--- src/rtl/burst_gate_pkg.sv ---
/*
 Constants and types for the burst gate and colour standard decoder.
 Assumes one clock at four times the subcarrier and an active-low async reset.
*/
package burst_gate_pkg;
   localparam int       COUNT_W            = 9;
   localparam int       STD_BIT            = 7;
   localparam int       SYNC_W             = 3;
   localparam int       SYNC_CSYNC         = 0;
   localparam int       SYNC_BURST         = 1;
   localparam int       SYNC_STD           = 2;
   localparam logic [8:0] COUNT_MAX        = 9'h1ff;
   localparam logic [8:0] HALF_LINE_MIN    = 9'h0a0;
   localparam logic [8:0] STD_CHECK_COUNT  = 9'h040;
   localparam logic [8:0] NTSC_BURST_START = 9'h012;
   localparam logic [8:0] PAL_BURST_START  = 9'h018;
   localparam logic [8:0] NTSC_BURST_LEN   = 9'h009;
   localparam logic [8:0] PAL_BURST_LEN    = 9'h00a;
   localparam logic [8:0] NTSC_BURST_STOP  = NTSC_BURST_START + NTSC_BURST_LEN;
   localparam logic [8:0] PAL_BURST_STOP   = PAL_BURST_START + PAL_BURST_LEN;
   localparam logic [1:0] RING_RESET       = 2'h0;
   localparam logic [1:0] RING_TICK        = 2'h0;
   localparam logic       TIMING_NTSC_RST  = 1'h1;
   localparam logic [2:0] GATE_HIST_FULL   = 3'h7;

   typedef enum logic [1:0]
   {
      BURST_INTERNAL = 2'b00,
      BURST_SUPPRESS = 2'b01,
      BURST_EXTERNAL = 2'b10
   } burst_mode_t;
endpackage

--- src/rtl/burst_gate_standard_decode.sv ---
/*
 Burst gate placement, colour standard decision and PAL phase switching.
 Assumes clk_in is the 4x subcarrier, negative composite sync on a pin,
 and an outside resolver for the burst-flag and standard-select pins.
*/
`timescale 1ns/1ps
module burst_gate_standard_decode
(
   input  wire logic clk_in,
   input  wire logic rst_b_in,
   input  wire logic csync_b_in,
   input  wire logic burst_flag_pin_in,
   output logic      burst_flag_pin_out,
   output logic      burst_flag_pin_oe_out,
   input  wire logic standard_select_pin_in,
   output logic      standard_select_pin_out,
   output logic      standard_select_pin_oe_out,
   output logic      subcarrier_i_out,
   output logic      subcarrier_q_out,
   output logic      sync_aligned_b_out,
   output logic      clamp_strobe_out,
   output logic      burst_gate_out,
   output logic      burst_b_env_out,
   output logic      burst_r_env_out,
   output logic      burst_r_invert_out,
   output logic      pal_mode_out,
   output logic      timing_ntsc_out
);
   typedef struct packed
   {
      logic                        sample;
      logic [8:0]                  count;
      logic                        line_armed;
      logic                        clamp_armed;
      logic                        clamp;
      logic                        gate;
      logic [2:0]                  gate_hist;
      logic                        timing_ntsc;
      logic                        pending_ntsc;
      burst_gate_pkg::burst_mode_t mode;
      logic                        ext_seen;
      logic                        probe_seen;
      logic                        burst;
      logic                        b_env;
      logic                        r_env;
      logic                        r_inv;
      logic                        pal_mode;
      logic                        square;
      logic                        force_seen;
   } state_t;

   localparam state_t RESET_STATE = '{
      sample:       1'b1,
      count:        burst_gate_pkg::COUNT_MAX,
      line_armed:   1'b0,
      clamp_armed:  1'b0,
      clamp:        1'b0,
      gate:         1'b0,
      gate_hist:    3'h0,
      timing_ntsc:  burst_gate_pkg::TIMING_NTSC_RST,
      pending_ntsc: burst_gate_pkg::TIMING_NTSC_RST,
      mode:         burst_gate_pkg::BURST_INTERNAL,
      ext_seen:     1'b0,
      probe_seen:   1'b0,
      burst:        1'b0,
      b_env:        1'b0,
      r_env:        1'b0,
      r_inv:        1'b0,
      pal_mode:     1'b0,
      square:       1'b0,
      force_seen:   1'b0
   };

   state_t                              s;
   state_t                              next_s;
   logic [burst_gate_pkg::SYNC_W-1:0]   raw_pins;
   logic [burst_gate_pkg::SYNC_W-1:0]   synced_pins;
   logic                                tick;
   logic                                csync_s;
   logic                                burst_pin_s;
   logic                                std_pin_s;
   logic                                lead_edge;
   logic                                accept;
   logic                                driving;
   logic                                guard;
   logic [8:0]                          burst_start;
   logic [8:0]                          burst_stop;

   assign raw_pins[burst_gate_pkg::SYNC_CSYNC] = csync_b_in;
   assign raw_pins[burst_gate_pkg::SYNC_BURST] = burst_flag_pin_in;
   assign raw_pins[burst_gate_pkg::SYNC_STD]   = standard_select_pin_in;

   pin_sync
   #(
      .WIDTH (burst_gate_pkg::SYNC_W)
   )
   u_pin_sync
   (
      .clk_in   (clk_in),
      .rst_b_in (rst_b_in),
      .pin_in   (raw_pins),
      .pin_out  (synced_pins)
   );

   ring_divider u_ring
   (
      .clk_in      (clk_in),
      .rst_b_in    (rst_b_in),
      .phase_i_out (subcarrier_i_out),
      .phase_q_out (subcarrier_q_out),
      .tick_out    (tick)
   );

   assign csync_s     = synced_pins[burst_gate_pkg::SYNC_CSYNC];
   assign burst_pin_s = synced_pins[burst_gate_pkg::SYNC_BURST];
   assign std_pin_s   = synced_pins[burst_gate_pkg::SYNC_STD];

   always_comb
   begin
      next_s      = s;
      lead_edge   = 1'b0;
      accept      = 1'b0;
      burst_start = s.timing_ntsc ? burst_gate_pkg::NTSC_BURST_START : burst_gate_pkg::PAL_BURST_START;
      burst_stop  = s.timing_ntsc ? burst_gate_pkg::NTSC_BURST_STOP : burst_gate_pkg::PAL_BURST_STOP;
      driving     = (s.mode != burst_gate_pkg::BURST_EXTERNAL);
      // Pin echo lags the drive by the synchroniser, so mask a few cycles
      guard       = s.gate | (|s.gate_hist);

      // Sync only moves on subcarrier ticks, giving one-subcarrier-period (four-clock) resolution
      if (tick)
      begin
         next_s.sample = csync_s;
         lead_edge     = s.sample & ~csync_s;
         // Half-line equalising pulses arrive with the count still low
         accept        = lead_edge & (s.count >= burst_gate_pkg::HALF_LINE_MIN);
         if (lead_edge)
         begin
            next_s.count = '0;
         end
         // Saturate, so a solid vertical block cannot wrap into a false line
         else if (s.count != burst_gate_pkg::COUNT_MAX)
         begin
            next_s.count = s.count + 9'h001;
         end
      end

      // Burst window measured from the accepted leading edge
      if (tick && s.line_armed)
      begin
         if ((s.count + 9'h001) == burst_start)
         begin
            next_s.gate = 1'b1;
         end
         if ((s.count + 9'h001) == burst_stop)
         begin
            next_s.gate       = 1'b0;
            next_s.line_armed = 1'b0;
         end
      end

      if (accept)
      begin
         next_s.line_armed  = 1'b1;
         next_s.gate        = 1'b0;
         next_s.clamp_armed = 1'b1;
         // A saturated count means no line was measured; keep the old choice
         if (s.count != burst_gate_pkg::COUNT_MAX)
         begin
            if (s.count[burst_gate_pkg::STD_BIT] == s.pending_ntsc)
            begin
               next_s.timing_ntsc = s.count[burst_gate_pkg::STD_BIT];
            end
            next_s.pending_ntsc = s.count[burst_gate_pkg::STD_BIT];
         end
         if (s.pal_mode)
         begin
            next_s.square = ~s.square;
         end
         // Line-end verdict on how the burst pin is being used
         case (s.mode)
            burst_gate_pkg::BURST_INTERNAL,
            burst_gate_pkg::BURST_SUPPRESS:
            begin
               if (s.ext_seen)
               begin
                  next_s.mode = burst_gate_pkg::BURST_EXTERNAL;
               end
               else if (s.probe_seen)
               begin
                  next_s.mode = burst_gate_pkg::BURST_INTERNAL;
               end
               else
               begin
                  next_s.mode = burst_gate_pkg::BURST_SUPPRESS;
               end
            end
            burst_gate_pkg::BURST_EXTERNAL:
            begin
               next_s.mode = s.ext_seen ? burst_gate_pkg::BURST_EXTERNAL : burst_gate_pkg::BURST_INTERNAL;
            end
            default:
            begin
               next_s.mode = burst_gate_pkg::BURST_INTERNAL;
            end
         endcase
         next_s.ext_seen   = 1'b0;
         next_s.probe_seen = 1'b0;
      end

      // Sightings taken after the clear, so a same-cycle one is kept
      if (burst_pin_s && (!driving || !guard))
      begin
         next_s.ext_seen = 1'b1;
      end
      if (burst_pin_s && s.gate && (s.gate_hist == burst_gate_pkg::GATE_HIST_FULL))
      begin
         next_s.probe_seen = 1'b1;
      end
      next_s.gate_hist = {s.gate_hist[1:0], s.gate};

      // Standard pin checked 64 ticks into the line, far from any squarewave transition
      if (tick && (s.count == burst_gate_pkg::STD_CHECK_COUNT))
      begin
         if (!s.pal_mode)
         begin
            if (std_pin_s)
            begin
               next_s.pal_mode   = 1'b1;
               next_s.square     = 1'b0;
               next_s.force_seen = 1'b0;
            end
         end
         else if (s.square)
         begin
            if (!std_pin_s)
            begin
               // One forced line resets phase; two in a row mean grounded
               if (s.force_seen)
               begin
                  next_s.pal_mode = 1'b0;
               end
               next_s.square     = 1'b0;
               next_s.force_seen = 1'b1;
            end
            else
            begin
               next_s.force_seen = 1'b0;
            end
         end
      end

      if (tick && csync_s)
      begin
         next_s.clamp_armed = 1'b0;
      end
      next_s.clamp = next_s.clamp_armed & ~next_s.sample;

      case (next_s.mode)
         burst_gate_pkg::BURST_INTERNAL: next_s.burst = next_s.gate;
         burst_gate_pkg::BURST_SUPPRESS: next_s.burst = 1'b0;
         burst_gate_pkg::BURST_EXTERNAL: next_s.burst = burst_pin_s;
         default:                        next_s.burst = 1'b0;
      endcase
      next_s.b_env = next_s.burst;
      next_s.r_env = next_s.burst & next_s.pal_mode;
      next_s.r_inv = next_s.pal_mode & next_s.square;
   end

   // Reset only parks the logic; the first accepted edge sets the line up
   always_ff @(posedge clk_in or negedge rst_b_in)
   begin
      if (!rst_b_in)
      begin
         s <= RESET_STATE;
      end
      else
      begin
         s <= next_s;
      end
   end

   assign burst_flag_pin_out         = s.gate;
   assign burst_flag_pin_oe_out      = (s.mode != burst_gate_pkg::BURST_EXTERNAL) & s.gate;
   assign standard_select_pin_out    = s.square;
   assign standard_select_pin_oe_out = s.pal_mode;
   assign sync_aligned_b_out         = s.sample;
   assign clamp_strobe_out           = s.clamp;
   assign burst_gate_out             = s.burst;
   assign burst_b_env_out            = s.b_env;
   assign burst_r_env_out            = s.r_env;
   assign burst_r_invert_out         = s.r_inv;
   assign pal_mode_out               = s.pal_mode;
   assign timing_ntsc_out            = s.timing_ntsc;
endmodule

--- src/rtl/pin_sync.sv ---
/*
 Two-stage synchroniser for the pins that come from the video source.
 Assumes inputs are asynchronous to clk_in; only the second stage is read.
*/
`timescale 1ns/1ps
module pin_sync
#(
   parameter int WIDTH = 3
)
(
   input  wire logic             clk_in,
   input  wire logic             rst_b_in,
   input  wire logic [WIDTH-1:0] pin_in,
   output logic      [WIDTH-1:0] pin_out
);
   typedef struct packed
   {
      logic [WIDTH-1:0] first;
      logic [WIDTH-1:0] second;
   } sync_state_t;

   sync_state_t s;
   sync_state_t next_s;

   always_comb
   begin
      next_s        = s;
      next_s.first  = pin_in;
      next_s.second = s.first;
   end

   always_ff @(posedge clk_in or negedge rst_b_in)
   begin
      if (!rst_b_in)
      begin
         s <= '0;
      end
      else
      begin
         s <= next_s;
      end
   end

   assign pin_out = s.second;
endmodule

--- src/rtl/ring_divider.sv ---
/*
 Johnson ring counter dividing the 4x clock into quadrature subcarriers.
 Assumes clk_in is the 4x subcarrier; tick marks one subcarrier period.
*/
`timescale 1ns/1ps
module ring_divider
(
   input  wire logic clk_in,
   input  wire logic rst_b_in,
   output logic      phase_i_out,
   output logic      phase_q_out,
   output logic      tick_out
);
   typedef struct packed
   {
      logic [1:0] ring;
      logic       tick;
   } ring_state_t;

   ring_state_t s;
   ring_state_t next_s;

   // Johnson sequence keeps the two phases exactly 90 degrees apart
   always_comb
   begin
      next_s      = s;
      next_s.ring = {s.ring[0], ~s.ring[1]};
      next_s.tick = (next_s.ring == burst_gate_pkg::RING_TICK);
   end

   always_ff @(posedge clk_in or negedge rst_b_in)
   begin
      if (!rst_b_in)
      begin
         s <= '{ring: burst_gate_pkg::RING_RESET, tick: 1'b0};
      end
      else
      begin
         s <= next_s;
      end
   end

   assign phase_i_out = s.ring[1];
   assign phase_q_out = s.ring[0];
   assign tick_out    = s.tick;
endmodule

--- config.mk ---
export PLATFORM = sky130hd
export DESIGN_NAME = burst_gate_standard_decode
export DESIGN_NICKNAME = d
export VERILOG_FILES = /design/src/rtl/burst_gate_pkg.sv /design/src/rtl/burst_gate_standard_decode.sv /design/src/rtl/pin_sync.sv /design/src/rtl/ring_divider.sv
export SDC_FILE = /design/constraint.sdc
export NUM_CORES = 1
export LEC_CHECK = 0
export BUFFER_PORTS_ARGS = -buffer_cell sky130_fd_sc_hd__clkbuf_2
export CELL_PAD_IN_SITES_DETAIL_PLACEMENT = 1
export CELL_PAD_IN_SITES_GLOBAL_PLACEMENT = 1
export CORE_MARGIN = 3
export CORE_UTILIZATION = 50
export CTS_BUF_LIST = sky130_fd_sc_hd__clkbuf_4
export DETAILED_ROUTE_END_ITERATION = 7
export PLACE_DENSITY_LB_ADDON = 0.05
export RECOVER_POWER = 50
export SYNTH_ARGS = -nofsm -noshare
export SYNTH_HDL_FRONTEND = slang
export SYNTH_SLANG_ARGS = --single-unit
--- constraint.sdc ---
create_clock -name clk_in -period 4.8 [get_ports clk_in]
set_clock_uncertainty 0.2 [all_clocks]
set_input_delay 0.24 -clock clk_in [delete_from_list [all_inputs] [get_ports clk_in]]
set_output_delay 0.24 -clock clk_in [all_outputs]
set_load 0.03 [all_outputs]
# After elaboration in Yosys (flattened, before gate mapping)
# Index checks and enable logic that the tools add are counted.
# op_classes
add_sub_neg	1
n_mul	0
div	0
n_lt_le_gt_ge	1
eq_ne	11
n_shift	0
mux	31
bitwise_logic	11
n_reduce_logical	25
# ops
cell	n
2-to-1 mux 9 bit	2
2-to-1 mux 1 bit	15
2-to-1 mux 3 bit	4
nonzero test 2 bit	6
2-to-1 mux 10 bit	1
adder 9 x 1 -> 9 bit (second input constant)	1
equality test 9 x 5 -> 1 bit	1
equality test 9 x 6 -> 1 bit	1
equality test 9 x 7 -> 1 bit (second input constant)	1
>= comparator 9 x 8 -> 1 bit (second input constant)	1
!= test 9 bit (second input constant)	1
2-to-1 mux 2 bit	4
2-to-1 mux 4 bit	2
bitwise AND 1 bit	6
logical AND 1 bit	6
zero test 2 bit	3
2-to-1 mux 6 bit	1
AND reduction 2 bit	3
AND reduction 3 bit	2
equality test 2 bit (second input constant)	2
!= test 2 bit (second input constant)	2
NOT 1 bit	4
case mux 2 bit (2 select lines)	1
equality test 3 bit (second input constant)	1
8 further kinds	9
# totals
register_bits	38
latchBits	0
mem_bits_rw	0
mem_bits_ro	0
input_bits	5
output_inout_bits	14
word_cells	102
mem_count	0

# Longest topological paths before layout
# Gate-level depths: netlist of run 1.
# logic_depth
word_depth	10
ltp_mapped	8
ltp_nobuf	8

# Cells and area by module
# A second synthesis of run 1 with hierarchy kept.
# hier_totals
hier_cells	181
area_unflattened_um2	1993.2
# by_module_without_submodules
module	n_inst	cells_per_inst	area_each_um2	seq_area_each_um2
burst_gate_standard_decode	1	170	1750.4	740.7
pin_sync	1	6	150.1	150.1
ring_divider	1	5	92.6	75.1

# Least setup slack after synthesis of run 1
# Ideal clock, no wire load.
# synth_timing
kind	register to register
startpoint	register s[21] (netlist bit)
endpoint	register s, in the netlist burst_r_env_out
setup_ns	0.126
arrival_time_ns	2.145
t_required_ns	4.474
path_slack_ns	2.329
stages_incl_launch_ff	9
path_buffers	0
period_less_slack_ns	2.471
path_cell_list	dfstp_2 ha_1 and4_2 and4_1 ha_1 nor3_1 o2111ai_1 a31oi_1 nor3_1
# synth_rtl
element	line	source
start: declaration	burst_gate_standard_decode.sv:74	state_t s;
start signal: assignment	burst_gate_standard_decode.sv:278	s <= next_s;

==> run metrics, run 1 <==
vias per std cell 5.71; register bit total from synthesis 38; part of the power in registers 57.0%; Critical Path Slowest Stage Cell dfstp_2; clk slew on worst S/H paths 0.11 ns; die footprint 4330 µm²; Cell Int Power 0.000484 W; sequential area share after synthesis 54.1%; Clock Tree Root clkbuf_4; outcome complete, but fails checks; Final min period 2.77 ns; final WL 3780 µm; cts repair resizes 0; syn avg cell area 10.9 µm²; most frequent cells in the layout dfrtp_1, nand2_1, o21ai_0, dfstp_2; Mapped Nets 172; PD cells 323 nW/µm²; Peak VDD IR 160 µV; maximum number of pins on one net before global-route repair 39; Post-DP HPWL 2730 µm; Slew @ Worst Pin 1.90 ns; reg2reg end burst_r_env_out; Critical path origin s[20]; CTS tree done; Cells after Synth 164; Initial Util 52.7%; Pleak 0.853 nW; crit end category register; Port Buffers 18; Critical Path Source Type register; max-slew violation count 39; switching part of the total 24.5%; worst skew pair latency 0.33 ns; final net count 193; CTS Buf Count 5; vias in the first global route 1400; Rows 21; power share of the clock group 32.9%; final hold viol count 0; Final Wtd Congestion 0.864; post-route ant nets 0; Critical Path Sink burst_r_env_out; number of stages on the worst setup path 8; synth warn 0; via count 1325; CP Max Fanout 10; fmax 361 MHz; Max-Cap Viols 1; area growth from synthesis to layout 11.0%; RSZ-0062 raised after global routing false; HP Class reg -> reg; Mapped Area 1790 µm²; # IOs 19; first-pass GRT wire length 6640 µm; WL per Instance 16.3 µm; aggregate global routing overflow 0; period utilisation layout 57.7%; flop2flop setup slack 2.03 ns; utilization after layout 58.5%; Num Clock Sinks 38; total track usage 20.4%; most common cell after layout, fill and taps aside dfrtp_1; CTS max path bufs 2; DIE WIDTH 65.8 µm; Hold WS 0.162 ns; Worst path max stage delay 0.62 ns; Comb power frac 10.1%; Worst EP required 4.83 ns; DRT iter0 DRCs 58; share of layout cells above drive strength 1 22.0%; H-Tree Depth 2; setup TNS 0 ns; # DRC 0; drt pass-1 iters 4; core area 3390 µm²; # hold bufs at CTS 4; Worst R2R Start s[20]; violations in the final reports capacitance limit, slew limit; CP top delay family simple AND/OR/NAND/NOR gates; Setup CP Type reg -> reg; worst rel slew slack -26.9%; Distinct cells, synth 49; Worst EP arrival 2.80 ns; final setup vio count 0; cell breakdown of the critical path ha_1 -> and4_2 -> and4_1 -> ha_1 -> nor3_1 -> o2111ai_1 -> a31oi_1 -> nor3_1; cell depth of the worst flop-to-flop path 8; initial antenna violation count 0; Post-CTS Setup Inserts 0; Die Span Y 65.8 µm; diodes inserted 0; Worst Path Buf+Inv 0; NetSw 0.000157 W
power groups by stage:
stage / Sequential [W] / Clock, W / Combinational [W]
5_1_grt: 0.000369 / 0.000237 / 0.0000733
4_1_cts: 0.000365 / 0.000218 / 0.0000659
3_3_place_gp: 0.000370 / 0 / 0.0000618
2_1_floorplan: 0.000354 / 0 / 0.0000658
6_report: 0.000365 / 0.000211 / 0.0000647
3_5_place_dp: 0.000371 / 0 / 0.0000622
Yosys cell counts (all sizes together):
library cell	n	area share [%]
dfrtp	26	36
nand2	19	4.0
dfstp	12	18
o21ai	12	3.4
nor2	10	2.1
buf	7	3.3
a21oi	6	1.7
inv	6	1.3
nand3	5	1.7
a22o	4	2.0
and4	4	2.2
xnor2	4	2.0
a31oi	3	1.1
and2	3	1.1
ha	3	2.1
mux2i	3	1.7
nor3	3	0.84
o41ai	3	1.5
a41o	2	1.2
and3	2	0.77
clkbuf	2	0.49
mux2	2	1.3
nor4b	2	0.98
o2111ai	2	0.98
or3	2	0.98
xor2	2	0.98
a2111oi	1	0.84
a211oi	1	0.42
a21boi	1	0.42
a32o	1	0.56
and3b	1	0.49
nand2b	1	0.35
nand3b	1	0.42
nand4	1	0.35
nor2b	1	0.35
o21a	1	0.42
o21bai	1	0.42
o22ai	1	0.35
o31ai	1	0.42
or2	1	0.35
or2b	1	0.49
worst min path at each step:
stage	startpoint	endpoint	slack [ns]	depth (start not counted)
2_1_floorplan	rst_b_in	burst_b_env_out	-0.26	0
3_3_place_gp	u_pin_sync.next_s[1]	u_pin_sync.pin_out[1]	0.13	0
3_5_place_dp	u_pin_sync.next_s[1]	u_pin_sync.pin_out[1]	0.14	0
4_1_cts	u_pin_sync.next_s[1]	u_pin_sync.pin_out[1]	0.17	0
5_1_grt	u_pin_sync.next_s[1]	u_pin_sync.pin_out[1]	0.17	0
6_report	u_pin_sync.next_s[1]	u_pin_sync.pin_out[1]	0.16	0
flip-flops by register name, summed over array words and instances, names as in the netlist:
register	cells
s	18
u_pin_sync.next_s	3
u_pin_sync.pin_out	3
next_s	2
burst_b_env_out	1
burst_flag_pin_out	1
burst_r_env_out	1
burst_r_invert_out	1
clamp_strobe_out	1
pal_mode_out	1
standard_select_pin_out	1
sync_aligned_b_out	1
timing_ntsc_out	1
u_ring.phase_i_out	1
u_ring.phase_q_out	1
u_ring.tick_out	1
kinds of logic after synthesis:
logic type	count (synthesis)	share of synthesized area (%)
and+or+nand+nor	57	17.4
AOI/OAI and AO/OA	40	15.5
DFF	38	54.1
buffers and inverters	15	5.04
xor gates and xnor gates	6	2.94
muxes	5	2.94
adders and majority gates	3	2.10
per-layer routing:
layer	part of all wire, %	GRT usage, %	vias up
met5	0	0	-
met4	0.56	6.99	0
met3	3.6	4.76	2
met2	51	34.7	25
met1	45	25.4	668
li1	-	-	630
layout make-up:
| type | count | area [µm²] |
|---|---|---|
| fill | 377 | 1410 |
| tap | 46 | 57.6 |
| clock buffer | 6 | 45.0 |
| inverter | 6 | 22.5 |
| timing repair buffer | 23 | 128 |
| clock inverter | 2 | 33.8 |
| multi-input combinational | 111 | 731 |
| sequential | 38 | 966 |
metrics by stage:
step,instance area [µm²],std cells,total power [W],worst slack (ns)
6_report,1980,232,0.000641,2.03
5_1_grt,1980,232,0.000680,1.81
4_1_cts,1990,232,0.000649,2.02
3_5_place_dp,1870,220,0.000433,2.09
3_3_place_gp,1870,220,0.000432,2.19
2_1_floorplan,1790,164,0.000420,2.33
(Power assumes the default switching activity.)
==> run 2: changes to the inputs <==
--- a/config.mk
+++ b/config.mk
@@ -9,7 +9,7 @@
 export CELL_PAD_IN_SITES_DETAIL_PLACEMENT = 1
 export CELL_PAD_IN_SITES_GLOBAL_PLACEMENT = 1
 export CORE_MARGIN = 3
-export CORE_UTILIZATION = 50
+export CORE_UTILIZATION = 43
 export CTS_BUF_LIST = sky130_fd_sc_hd__clkbuf_4
 export DETAILED_ROUTE_END_ITERATION = 7
 export PLACE_DENSITY_LB_ADDON = 0.05
==> constraint.sdc (replaced) <==
create_clock -name clk_in -period 2.3 [get_ports clk_in]
set_clock_uncertainty 0.2 [all_clocks]
set_input_delay 0.115 -clock clk_in [delete_from_list [all_inputs] [get_ports clk_in]]
set_output_delay 0.115 -clock clk_in [all_outputs]
set_load 0.03 [all_outputs]
==> run metrics, run 2 (same netlist as run 1, synthesis figures left out) <==
outcome finished clean; CTS max path bufs 2; Clock Tree Root clkbuf_4; final WL 4480 µm; total track usage 19.9%; final setup vio count 0; cell depth of the worst flop-to-flop path 8; Final min period 2.29 ns; initial antenna violation count 0; Setup CP Type reg -> reg; PD cells 694 nW/µm²; utilization after layout 59.6%; reg2reg end burst_b_env_out; final hold viol count 0; diodes inserted 0; vias per std cell 5.58; first-pass GRT wire length 7600 µm; Initial Util 46.7%; Port Buffers 18; H-Tree Depth 2; Die Span Y 70.5 µm; share of layout cells above drive strength 1 37.5%; die footprint 4960 µm²; clk slew on worst S/H paths 0.12 ns; max-slew violation count 0; Worst EP required 2.36 ns; Top reg by flops s; DRT iter0 DRCs 73; worst skew pair latency 0.36 ns; DIE WIDTH 70.5 µm; Final Total Pwr 0.00158 W; Final Wtd Congestion 0.839; flop2flop setup slack 0.009 ns; Peak VDD IR 585 µV; Slew @ Worst Pin 0.898 ns; Num Clock Sinks 38; most frequent cells in the layout dfrtp_1, buf_4, nand2_1, clkbuf_2, dfstp_2; Critical Path Source Type register; Hold Crit Depth 0; Worst R2R Start s[20]; drt pass-1 iters 4; post-route ant nets 0; most common cell after layout, fill and taps aside dfrtp_1; Max-Cap Viols 0; area growth from synthesis to layout 27.7%; HP Class reg -> reg; final net count 215; worst rel slew slack 40.1%; Hold WS 0.167 ns; Post-DP HPWL 3020 µm; design area 2280 µm²; core area 3830 µm²; period utilisation layout 99.6%; # IOs 19; CTS tree done; vias in the first global route 1570; Worst EP arrival 2.35 ns; area post-placement 2010 µm²; crit end category register; fmax 436 MHz; Min-Delay Endpoint u_pin_sync.pin_out[1]; via count 1429; WL per Instance 17.5 µm; maximum number of pins on one net before global-route repair 39; Pleak 0.989 nW; max FFs per register 18; RSZ-0062 raised after global routing true; CP Max Fanout 3; min-delay src u_pin_sync.next_s[1]; aggregate global routing overflow 0; # DRC 0; Rows 22; CTS Buf Count 5
run 2: critical path: stages (launching register included):
cell and delay, ns:
dfstp_2 0.59, ha_4 0.15, and4_4 0.24, and4_4 0.22
ha_4 0.20, nor3_4 0.14, o2111ai_2 0.18, a31oi_2 0.20
nor2_1 0.07
run 2: through the flow:
step / TNS, ns / cells / setup WS [ns]
2_1_floorplan: 0 / 164 / 0.00976
3_3_place_gp: 0 / 236 / 0.00556
3_5_place_dp: -0.320 / 236 / -0.129
4_1_cts: -0.143 / 250 / -0.0697
5_1_grt: -0.592 / 256 / -0.133
6_report: 0 / 256 / 0.00855
run 2: power by group:
| part | switching [W] | internal, W | total, W | leakage (nW) |
|---|---|---|---|---|
| logic | 0.000131 | 0.000128 | 0.000260 | 0.469 |
| clock network | 0.000244 | 0.000340 | 0.000584 | 0.0554 |
| registers | 0.0000315 | 0.000710 | 0.000741 | 0.464 |
run 2: how the worst max path moves through the flow:
stage                      from         endpoint  slack [ns]  cells past startpoint
after floorplan           s[21]  burst_r_env_out        0.01                      8
final                     s[20]  burst_b_env_out       0.009                      8
after global placement    s[20]  burst_r_env_out       0.006                      8
after detailed placement  s[20]  burst_r_env_out       -0.13                      8
after global routing      s[20]  burst_b_env_out       -0.13                      8
after CTS                 s[20]  burst_r_env_out       -0.07                      8
run 2: cell type report:
class                      count  area [µm²]
tap                           48        60.1
multi-input combinational    111         827
timing repair buffer          45         300
sequential                    38         966
fill                         409        1540
clock inverter                 3        68.8
inverter                       6        22.5
clock buffer                   5        37.5
run 2: per-layer routing:
metal,routed length (µm),vias up,global-route usage (%)
li1,-,673,-
met1,1940,728,24.8
met2,2290,20,32.8
met3,129,8,4.46
met4,119,0,8.94
met5,0,-,0
run 2: what timing repair did:
item,CTS,global route
resized for setup,9,11
endpoints found under the setup margin,7,10
buffers inserted,2,6
pin swaps,6,6
hold buffers,4,0
hold endpoints to repair,29,0
==> run 3: changes to the inputs <==
--- a/config.mk
+++ b/config.mk
@@ -5,11 +5,12 @@
 export SDC_FILE = /design/constraint.sdc
 export NUM_CORES = 1
 export LEC_CHECK = 0
+export ABC_AREA = 1
 export BUFFER_PORTS_ARGS = -buffer_cell sky130_fd_sc_hd__clkbuf_2
 export CELL_PAD_IN_SITES_DETAIL_PLACEMENT = 1
 export CELL_PAD_IN_SITES_GLOBAL_PLACEMENT = 1
 export CORE_MARGIN = 3
-export CORE_UTILIZATION = 43
+export CORE_UTILIZATION = 41
 export CTS_BUF_LIST = sky130_fd_sc_hd__clkbuf_4
 export DETAILED_ROUTE_END_ITERATION = 7
 export PLACE_DENSITY_LB_ADDON = 0.05
==> run metrics, run 3 <==
# DRC 0; maximum number of pins on one net before global-route repair 39; Max-Cap Viols 0; synth cell count leaders nand2_1, dfrtp_1, inv_1; fin worst setup slack -0.0599 ns; post-synth top area cell dfrtp_1; async set-reset flop share out of synthesis 100%; Num Clock Sinks 38; Top reg by flops s; Mapped Area 1840 µm²; Initial Util 44.1%; outcome complete, but fails checks; vias per std cell 5.23; Cells after Synth 208; diodes inserted 0; worst skew pair latency 0.35 ns; via count 1578; CTS tree done; max-slew violation count 0; Synth area leaders dfrtp_1, dfstp_2, nand2_1; violations in the final reports setup timing; most frequent cells in the layout nand2_1, dfrtp_1, inv_1, buf_4, nand3_1; Worst EP required 2.32 ns; Post-DP HPWL 3380 µm; final hold viol count 0; synth warn 0; initial antenna violation count 0; final setup vio count 3; most common cell in the netlist nand2_1; CP Max Fanout 3; final std cells w/o fill 302; CTS Buf Count 5; sequential area share after synthesis 52.4%; max FFs per register 18; Peak VDD IR 361 µV; fmax 424 MHz; Port Buffers 18; CTS max path bufs 2; syn avg cell area 8.85 µm²; area growth from synthesis to layout 20.8%; die footprint 5330 µm²; drt pass-1 iters 4; crit end category register; H-Tree Depth 2; area share of the largest cell type after synthesis 35.3%; Slew @ Worst Pin 0.932 ns; Critical Path Source Type register; Die Span Y 73.0 µm; RSZ-0062 raised after global routing true; Pleak 1.07 nW; Hold WS 0.161 ns; Rows 23; ys flop type dfrtp_1; Clock Tree Root clkbuf_4; placed insts 281; first-pass GRT wire length 8090 µm; Distinct cells, synth 32; most common cell after layout, fill and taps aside nand2_1; PD cells 610 nW/µm²; aggregate global routing overflow 0; register bit total from synthesis 38; # IOs 19; Final min period 2.36 ns; DIE WIDTH 73.0 µm; EDFF count, synth 0; Setup CP Type reg -> reg; clk slew on worst S/H paths 0.14 ns; Worst EP arrival 2.38 ns; final WL 4780 µm; total track usage 19.7%; vias in the first global route 1710; post-route ant nets 0; DRT iter0 DRCs 37; period utilisation layout 103%; final net count 259; HP Class reg -> reg; worst rel slew slack 37.9%; Mapped Nets 216; WL per Instance 15.8 µm; Final Wtd Congestion 0.922; share of layout cells above drive strength 1 30.6%; core area 4170 µm²
==> run 3: per-stage QoR <==
step	area, µm²	TNS, ns	utilization (%)	power [W]	setup WS (ns)
finish	2220	-0.169	53.3	0.00136	-0.0599
global route	2220	-0.857	53.3	0.00143	-0.244
CTS	2210	-0.0409	53.0	0.00137	-0.0256
detailed placement	2040	-0.575	48.9	0.000974	-0.154
global placement	2040	-0.0612	48.9	0.000962	-0.0242
floorplan	1850	0	-	0.000888	0.0103
==> run 3: cell type report <==
cell class	instances	area (µm²)
timing repair buffer	40	255
inverter	29	109
sequential	38	966
clock inverter	2	8.76
multi-input combinational	137	778
tap	50	62.6
fill	520	1950
clock buffer	6	45.0
==> run 3: path summary, 6_finish.rpt <==
path | start | to | slack [ns] | cells past startpoint
max in group asynchronous | rst_b_in | next_s[14] | 1.07 | 2
worst max register to register | s[20] | s[19] | -0.06 | 14
worst max-delay path | s[20] | s[19] | -0.06 | 14
worst min register to register | u_pin_sync.next_s[1] | u_pin_sync.pin_out[1] | 0.16 | 0
worst min-delay path | u_pin_sync.next_s[1] | u_pin_sync.pin_out[1] | 0.16 | 0
min in group asynchronous | rst_b_in | burst_flag_pin_out | 0.23 | 2
==> run 3: where the power goes <==
part,internal [W],switching (W)
Sequential,0.000714,0.0000261
Combinational,0.000110,0.000152
Clock,0.000127,0.000227
Total,0.000952,0.000405
==> run 3: cell families (layout without fill, tap and decap cells) <==
kind of cell	count (synthesis)	in the layout	synth area share (%)
AND/OR/NAND/NOR	103	103	27.0
buffers and inverters	33	77	7.74
flip-flops	38	38	52.4
adder cells (fa/ha/maj)	3	3	2.04
AO/OA/AOI/OAI	27	27	8.90
XOR/XNOR	4	4	1.90
==> run 3: per-layer routing <==
metal	GRT usage [%]	routed length (µm)	part of all wire [%]
met4	5.94	86	1.8
met1	24.2	2110	44
met2	34.8	2450	51
met5	0	0	0
met3	3.58	136	2.8
==> run 3: timing repair <==
action	in CTS	in global routing
pin swaps	12	1
setup buffers	8	1
hold endpoints to repair	29	0
endpoints found under the setup margin	4	9
resized for setup	4	3
hold buffers	4	0
==> run 3: critical path: stages (launching register included) <==
cell	delay, ns
dfstp_2	0.58
ha_4	0.14
nand2_4	0.05
nor2_4	0.09
nand2_2	0.06
nor2_1	0.11
ha_1	0.28
nor3_2	0.14
nand2_1	0.07
nor2_1	0.11
nand3_1	0.08
nor2_1	0.12
nor2_2	0.08
nand2_1	0.07
nand2_1	0.04
